--- src/include/watchdog_pkg.sv ---
package watchdog_pkg;

  // bus geometry: one address bit selects the frame, the low bits are the frame offset
  localparam int ADDR_W = 13;
  localparam int OFS_W = 12;
  localparam int FRAME_BIT = 12;
  localparam int DATA_W = 32;
  localparam int BE_W = 4;

  // frame select values
  localparam logic FRAME_REFRESH = 1'b0;
  localparam logic FRAME_CONTROL = 1'b1;

  // refresh frame offsets
  localparam logic [OFS_W-1:0] OFS_REFRESH_TRIGGER = 12'h000;
  localparam logic [OFS_W-1:0] OFS_REFRESH_FRAME_IDENT = 12'hfcc;

  // control frame offsets
  localparam logic [OFS_W-1:0] OFS_CONTROL_AND_ALERT_STATUS = 12'h000;
  localparam logic [OFS_W-1:0] OFS_TIMEOUT_OFFSET_LOW = 12'h008;
  localparam logic [OFS_W-1:0] OFS_TIMEOUT_OFFSET_HIGH = 12'h00c;
  localparam logic [OFS_W-1:0] OFS_COMPARE_VALUE_LOW = 12'h010;
  localparam logic [OFS_W-1:0] OFS_COMPARE_VALUE_HIGH = 12'h014;
  localparam logic [OFS_W-1:0] OFS_CONTROL_FRAME_IDENT = 12'hfcc;

  // widths of the watch state
  localparam int COUNT_W = 64;
  localparam int OFFSET_W = 48;
  localparam int OFFSET_HI_W = 16;

  // control and status field positions
  localparam int CS_ENABLE_BIT = 0;
  localparam int CS_FIRST_BIT = 1;
  localparam int CS_SECOND_BIT = 2;

  // cold reset values
  localparam logic RST_ENABLE = 1'b0;
  localparam logic [OFFSET_W-1:0] RST_OFFSET = 48'h0000_0000_0000;
  localparam logic [COUNT_W-1:0] RST_COMPARE = 64'h0000_0000_0000_0000;
  localparam logic [DATA_W-1:0] RST_RDATA = 32'h0000_0000;
  localparam logic [DATA_W-1:0] READ_ZERO = 32'h0000_0000;

  // bus handshake states
  typedef enum logic [1:0] {
    BUS_IDLE = 2'b01,
    BUS_ACK = 2'b10
  } bus_state_t;

endpackage : watchdog_pkg

--- src/two_stage_watchdog.sv ---
// Behaviour
// RQ1: cold reset only at power-up, restores registers
// RQ2: warm reset touches only the bus interface
// RQ3: timeout when counter exceeds 64-bit compare
// RQ4: explicit refresh loads counter plus offset
// RQ5: offset is 48 bits, zero-extended
// RQ6: timeout with first alert low reloads compare
// RQ7: writes to refresh/offset/control are explicit refreshes
// RQ8: explicit refresh clears alerts; timeout never does
// RQ9: timeout with first alert high keeps compare
// RQ10: timeout with no alerts raises first alert
// RQ11: timeout with first alert raises second alert
// RQ12: alerts stick until explicit refresh or cold reset
// RQ13: disabled watchdog forces both alerts low
// RQ14: direct compare write beats refresh reload
// RQ15: alert states readable in control register
// RQ16: software disables watchdog before counter updates
// RQ17: 32-bit little-endian registers, 32-bit accesses
// RQ18: refresh register reads zero, write refreshes
// RQ19: upper offset word holds bits 47:32 only
// RQ20: two frames, ident register at same offset
// RQ21: enable clears on cold reset
// RQ22: bit0 enable, bit1 first, bit2 second alert
// RQ23: control bits 31:3 read zero
// RQ24: registered alerts, explicit refresh beats timeout
// RQ25: compare and reload use same counter sample
`timescale 1ns/100ps

module two_stage_watchdog #(
  // identification word; every field value here is arbitrary
  parameter logic [31:0] IDENT_VALUE = 32'h0001_0000
) (
  input wire logic CLOCK_I,
  input wire logic RST_N_I,
  input wire logic WARM_RST_N_I,
  input wire logic [watchdog_pkg::COUNT_W-1:0] SYS_COUNT_I,
  input wire logic [watchdog_pkg::ADDR_W-1:0] AVS_ADDRESS_I,
  input wire logic AVS_READ_I,
  input wire logic AVS_WRITE_I,
  input wire logic [watchdog_pkg::DATA_W-1:0] AVS_WRITEDATA_I,
  input wire logic [watchdog_pkg::BE_W-1:0] AVS_BYTEENABLE_I,
  output logic [watchdog_pkg::DATA_W-1:0] AVS_READDATA_O,
  output logic AVS_WAITREQUEST_O,
  output logic FIRST_STAGE_ALERT_O,
  output logic SECOND_STAGE_ALERT_O
);
  import watchdog_pkg::*;

  typedef struct packed {
    bus_state_t bus;
    logic wait_req;
    logic [DATA_W-1:0] rdata;
    logic enable;
    logic first_stage_alert;
    logic second_stage_alert;
    logic [OFFSET_W-1:0] offset;
    logic [COUNT_W-1:0] compare_value;
  } state_t;

  state_t s_q;
  state_t s_d;

  // byte-lane merge; partial writes are honoured lane by lane
  function automatic logic [DATA_W-1:0] merge(input logic [DATA_W-1:0] old_v,
                                              input logic [DATA_W-1:0] new_v,
                                              input logic [BE_W-1:0] be);
    logic [DATA_W-1:0] r;
    r = old_v;
    for (int i = 0; i < BE_W; i++) begin
      if (be[i]) begin
        r[i*8 +: 8] = new_v[i*8 +: 8];
      end
    end
    return r;
  endfunction : merge

  // request decode
  logic frame_sel;
  logic [OFS_W-1:0] ofs;
  logic wr_fire;
  logic rd_start;
  logic timeout;
  logic explicit_refresh;
  logic compare_write;
  logic enable_next;
  logic [COUNT_W-1:0] reload_value;
  logic [DATA_W-1:0] read_value;
  logic [DATA_W-1:0] cs_value;
  logic [DATA_W-1:0] ofs_hi_value;
  logic [DATA_W-1:0] ofs_hi_merged;

  assign frame_sel = AVS_ADDRESS_I[FRAME_BIT];
  assign ofs = AVS_ADDRESS_I[OFS_W-1:0];
  // a write takes effect only at the edge where waitrequest is seen low
  assign wr_fire = AVS_WRITE_I && (s_q.bus == BUS_ACK); // RQ17
  assign rd_start = (AVS_READ_I || AVS_WRITE_I) && (s_q.bus == BUS_IDLE);
  // one counter sample feeds both the compare and the reload sum
  assign timeout = SYS_COUNT_I > s_q.compare_value; // RQ3 RQ25
  assign cs_value = {29'h0000_0000, s_q.second_stage_alert, s_q.first_stage_alert,
                     s_q.enable}; // RQ15 RQ22 RQ23
  assign ofs_hi_value = {16'h0000, s_q.offset[OFFSET_W-1:32]}; // RQ19
  // merged upper word; only its low half is kept, so bits 31:16 ignore writes
  assign ofs_hi_merged = merge(ofs_hi_value, AVS_WRITEDATA_I, AVS_BYTEENABLE_I);

  // read mux; unmapped and reserved words read as zero
  always_comb begin
    read_value = READ_ZERO;
    if (frame_sel == FRAME_REFRESH) begin
      case (ofs)
        OFS_REFRESH_TRIGGER: read_value = READ_ZERO; // RQ18
        OFS_REFRESH_FRAME_IDENT: read_value = IDENT_VALUE; // RQ20
        default: read_value = READ_ZERO;
      endcase
    end else begin
      case (ofs)
        OFS_CONTROL_AND_ALERT_STATUS: read_value = cs_value;
        OFS_TIMEOUT_OFFSET_LOW: read_value = s_q.offset[31:0];
        OFS_TIMEOUT_OFFSET_HIGH: read_value = ofs_hi_value;
        OFS_COMPARE_VALUE_LOW: read_value = s_q.compare_value[31:0];
        OFS_COMPARE_VALUE_HIGH: read_value = s_q.compare_value[63:32];
        OFS_CONTROL_FRAME_IDENT: read_value = IDENT_VALUE; // RQ20
        default: read_value = READ_ZERO;
      endcase
    end
  end

  // explicit refresh sources: refresh word, either offset word, control word
  always_comb begin
    explicit_refresh = 1'b0;
    compare_write = 1'b0;
    if (wr_fire) begin
      if (frame_sel == FRAME_REFRESH) begin
        explicit_refresh = (ofs == OFS_REFRESH_TRIGGER); // RQ7 RQ18
      end else begin
        explicit_refresh = (ofs == OFS_CONTROL_AND_ALERT_STATUS) ||
                           (ofs == OFS_TIMEOUT_OFFSET_LOW) ||
                           (ofs == OFS_TIMEOUT_OFFSET_HIGH); // RQ7
        compare_write = (ofs == OFS_COMPARE_VALUE_LOW) ||
                        (ofs == OFS_COMPARE_VALUE_HIGH);
      end
    end
  end

  // next state of the whole block
  always_comb begin
    s_d = s_q;
    enable_next = s_q.enable;
    reload_value = RST_COMPARE;

    // bus handshake: one wait cycle, then a single ready cycle
    case (s_q.bus)
      BUS_IDLE: begin
        if (rd_start) begin
          s_d.bus = BUS_ACK;
          s_d.wait_req = 1'b0;
          s_d.rdata = read_value; // held through the ready cycle
        end
      end
      BUS_ACK: begin
        s_d.bus = BUS_IDLE;
        s_d.wait_req = 1'b1;
      end
      default: begin
        s_d.bus = BUS_IDLE;
        s_d.wait_req = 1'b1;
      end
    endcase

    // register writes; the new offset is already used by the reload below
    if (wr_fire && frame_sel == FRAME_CONTROL) begin
      case (ofs)
        OFS_CONTROL_AND_ALERT_STATUS: begin
          if (AVS_BYTEENABLE_I[0]) begin
            enable_next = AVS_WRITEDATA_I[CS_ENABLE_BIT]; // RQ22
          end
        end
        OFS_TIMEOUT_OFFSET_LOW: begin
          s_d.offset[31:0] = merge(s_q.offset[31:0], AVS_WRITEDATA_I, AVS_BYTEENABLE_I);
        end
        OFS_TIMEOUT_OFFSET_HIGH: begin
          s_d.offset[OFFSET_W-1:32] = ofs_hi_merged[OFFSET_HI_W-1:0]; // RQ19
        end
        default: begin
        end
      endcase
    end
    s_d.enable = enable_next;

    // compare value: direct load first, else refresh-driven reload
    reload_value = SYS_COUNT_I + {16'h0000, s_d.offset}; // RQ4 RQ5 RQ25
    if (compare_write) begin
      if (ofs == OFS_COMPARE_VALUE_LOW) begin // RQ14
        s_d.compare_value[31:0] = merge(s_q.compare_value[31:0], AVS_WRITEDATA_I,
                                        AVS_BYTEENABLE_I);
      end else begin
        s_d.compare_value[63:32] = merge(s_q.compare_value[63:32], AVS_WRITEDATA_I,
                                         AVS_BYTEENABLE_I);
      end
    end else if (explicit_refresh) begin
      s_d.compare_value = reload_value; // RQ4
    end else if (timeout && !s_q.first_stage_alert) begin // RQ9
      s_d.compare_value = reload_value; // RQ6
    end
    // a timeout with the first alert up leaves the compare as the second-alert time

    // alerts: disable beats explicit refresh, which beats timeout
    if (!enable_next) begin
      s_d.first_stage_alert = 1'b0; // RQ13
      s_d.second_stage_alert = 1'b0; // RQ13
    end else if (explicit_refresh) begin
      s_d.first_stage_alert = 1'b0; // RQ8 RQ24
      s_d.second_stage_alert = 1'b0; // RQ8 RQ24
    end else if (timeout) begin // RQ12
      if (!s_q.first_stage_alert) begin
        s_d.first_stage_alert = 1'b1; // RQ10
      end else begin
        s_d.second_stage_alert = 1'b1; // RQ11
      end
    end

    // warm reset only restarts the bus side; watch state survives
    if (!WARM_RST_N_I) begin // RQ2
      s_d.bus = BUS_IDLE;
      s_d.wait_req = 1'b1;
      s_d.rdata = RST_RDATA;
    end
  end

  // cold reset is the asynchronous power-up reset
  always_ff @(posedge CLOCK_I or negedge RST_N_I) begin
    if (!RST_N_I) begin // RQ1
      s_q.bus <= BUS_IDLE;
      s_q.wait_req <= 1'b1;
      s_q.rdata <= RST_RDATA;
      s_q.enable <= RST_ENABLE; // RQ21
      s_q.first_stage_alert <= 1'b0;
      s_q.second_stage_alert <= 1'b0;
      s_q.offset <= RST_OFFSET;
      s_q.compare_value <= RST_COMPARE;
    end else begin
      s_q <= s_d;
    end
  end

  // outputs straight from flops, so alerts cannot glitch
  assign AVS_READDATA_O = s_q.rdata;
  assign AVS_WAITREQUEST_O = s_q.wait_req;
  assign FIRST_STAGE_ALERT_O = s_q.first_stage_alert; // RQ24
  assign SECOND_STAGE_ALERT_O = s_q.second_stage_alert; // RQ24
endmodule : two_stage_watchdog

--- config.mk ---
export PLATFORM = sky130hd
export DESIGN_NAME = two_stage_watchdog
export DESIGN_NICKNAME = d
export VERILOG_FILES = /design/src/include/watchdog_pkg.sv /design/src/two_stage_watchdog.sv
export SDC_FILE = /design/constraint.sdc
export NUM_CORES = 1
export LEC_CHECK = 0
export BUFFER_PORTS_ARGS = -buffer_cell sky130_fd_sc_hd__buf_2
export CAP_MARGIN = 20
export CORE_ASPECT_RATIO = 1.5
export CORE_MARGIN = 2
export CORE_UTILIZATION = 45
export DETAILED_ROUTE_END_ITERATION = 10
export SYNTH_ARGS = -nofsm -noshare
export SYNTH_HDL_FRONTEND = slang
export SYNTH_SLANG_ARGS = --single-unit
--- constraint.sdc ---
create_clock -name CLOCK_I -period 8.4 [get_ports CLOCK_I]
set_clock_uncertainty 0.05 [all_clocks]
set_input_delay 0.84 -clock CLOCK_I [delete_from_list [all_inputs] [get_ports CLOCK_I]]
set_output_delay 0.84 -clock CLOCK_I [all_outputs]
set_load 0.02 [all_outputs]
==> out/qor.yml <==
outcome: "finished clean"
placedInstanceArea_um2: 12700
n_fill_cell: 2625
htreeDepth: 4
wl_per_cell_um: 22.1
nets: 1739
syn_area_um2: 11900
power.leakage_nw: 6.52
cts_setup_buffers: 0
io-pin-count: 153
cts_hold_buf: 0
synth-edff-count: 0
cts_sinks: 149
cts_root_buffer: "clkbuf_16"
routabilityCongestion: 0.948
vdd_ir_drop_max_mv: 0.168
setup_violations: 0
async_reset_ff_share_pct: 100
synth.most_common_cell: "dfrtp_1"
drt-met1-wl_mm: 16.1
yosysWarnings: 0
grt_max_degree: 86
period_share_pct: 78.2
vias_per_cell: 6.04
dr_wl_met2_mm: 20.6
tns_ps: 0
fmax_mhz: 152
p_sw_share_pct: 38.8
grt_overflow: 0
seqPwrFrac_pct: 35.2
cts_tree: "yes"
die_area_um2: 27800
crit_type: "in -> reg"
worstSkewPairLatency_ps: 470
clk_path_buf_depth: 2
drive_above_1_share_pct: 17.8
critPathRequiredTime_ps: 8650
synth_seq_area_share_pct: 31.3
rsz0062_at_grt: "false"
holdCritPathClass: "in -> async"
setup.worst_path.start_class: "input port"
drt-total-wl_mm: 41.1
cts_resized: 0
ant_nets: 0
worstPathArrival_ps: 6820
fin_crit_ps: 6570
synthTopCellsByCount: "dfrtp_1, nand2_1, a21oi_1, ha_1, o21ai_0"
cap_violations: 0
dr.first_iter.drc_count: 776
rrSetupSlack_ps: 2230
antenna_found_initial: 0
cts_buffers: 17
finalHoldViolCount: 0
drt_pass1_iterations: 5
cts.clk_slew.worst_paths_ps: 60
die_height_um: 203
flow.area_growth_from_synthesis_pct: 12.2
syn_nets: 1647
syn_inst: 1416
synth.distinct_cells: 69
synth_area_leaders: "dfrtp_1, ha_1, a21oi_1"
top_layer: "met4"
row_count: 73
n_antenna_cell: 0
portBuffers: 152
design_area_um2: 13400
core-area_um2: 26300
drc_errors: 0
ys.flop_type: "dfrtp_1"
synth_top_area_share_pct: 31.1
ys_ff_latch: 149
avgSynthCellArea_um2: 8.41
start_util_pct: 45.3
pwr-share-clk_pct: 28.8
end_kind: "register"
powerDensity_nw_per_um2: 212
die_w_um: 137
switchingPower_w: 0.00110
wl_met3_mm: 2.05
first_global_vias: 11372
worst_pin_slew_ps: 1070
grt_usage_pct: 30.3
max_slew_margin_pct: 28.1
place_hpwl_mm: 31.6
grt_first_pass_wirelength_mm: 63.2
p_comb_share_pct: 36.1
drv_slew: 0
cp_max_fo: 8
p_int_w: 0.00173
synth_top_cell_by_area: "dfrtp_1"
num_vias: 11209
[critical path, stage by stage]
cell and delay [ps]:
buf_2 100, or4b_1 570, nor4_2 320, nand2_1 150
nor2_1 420, and2_1 540, mux2_2 410, ha_1 380
a21oi_1 290, o211ai_1 180, a21bo_2 250, o21ai_0 260
a21oi_1 240, o31a_1 390, a311oi_1 900, xnor2_1 250
a21oi_1 220, a21oi_1 90
[worst paths after layout]
path,from,end,depth (start not counted)
worst max-delay path,AVS_ADDRESS_I[1],s_q[46]$_DFFE_PN0P_,18
min in group CLOCK_I,AVS_READDATA_O[27]$_DFFE_PN0P_,AVS_READDATA_O[27]$_DFFE_PN0P_,2
worst max register to register,s_q[148]$_DFFE_PN1P_,s_q[46]$_DFFE_PN0P_,18
max in group asynchronous,RST_N_I,ofs_hi_value[13]$_DFF_PN0_,2
worst min register to register,AVS_READDATA_O[27]$_DFFE_PN0P_,AVS_READDATA_O[27]$_DFFE_PN0P_,2
worst min-delay path,RST_N_I,AVS_READDATA_O[16]$_DFFE_PN0P_,1
[cell type report]
cell class / instances / area [um^2] / area share, %
multi-input cells: 1084 / 7380 / 55.2
flip-flops and latches: 149 / 3730 / 27.9
repair buffers: 169 / 895 / 6.70
clock buffers: 19 / 453 / 3.39
well taps: 337 / 422 / 3.16
inverters: 87 / 327 / 2.44
clock inverters: 12 / 155 / 1.16
[cell usage in the layout (no fill, tap or decap), drive strengths merged, types with 22 or more instances in the layout]
master	instances
a21o	47
a21oi	125
a22oi	30
a31oi	37
buf	169
dfrtp	148
ha	112
inv	87
mux2	52
nand2	146
nand3	22
nand4	27
nor2	92
nor3	24
o21ai	111
xnor2	35
[registers in the layout, summed over array words and instances (netlist names)]
name	count
s_q	98
AVS_READDATA_O	32
ofs_hi_value	16
FIRST_STAGE_ALERT_O	1
SECOND_STAGE_ALERT_O	1
cs_value	1
[power groups by stage]
stage | clock [W] | sequential (W) | combinational, W
after global placement | 0 | 0.00100 | 0.000987
after CTS | 0.000830 | 0.000994 | 0.00101
after global routing | 0.000855 | 0.00101 | 0.00116
after detailed placement | 0 | 0.00101 | 0.00101
after floorplan | 0 | 0.000966 | 0.000684
final | 0.000815 | 0.000996 | 0.00102
[per-layer routing]
| metal | vias to the layer above | track usage [%] |
|---|---|---|
| met3 | 109 | 3.83 |
| met2 | 414 | 52.2 |
| met5 | - | 0 |
| met4 | 0 | 17.9 |
| met1 | 5348 | 35.7 |
| li1 | 5338 | - |
[cells by family after synthesis]
family / Yosys count / synth area share, %
buf+inv: 183 / 6.94
xor+xnor: 49 / 3.60
mux: 61 / 5.67
compound gates: 461 / 24.5
simple gates: 400 / 16.1
flops: 149 / 31.3
fa+ha+maj: 113 / 11.9
[through the flow]
stage	std cells	util, %	power, W	worst slack [ps]	hold slack [ps]
final	1857	50.8	0.00283	1830	398
after global routing	1857	50.8	0.00303	1450	441
after CTS	1856	50.8	0.00284	1910	428
after detailed placement	1825	48.5	0.00201	1440	411
after global placement	1825	48.5	0.00199	1480	408
after floorplan	1416	-	0.00165	2760	401
(Power assumes the default switching activity.)
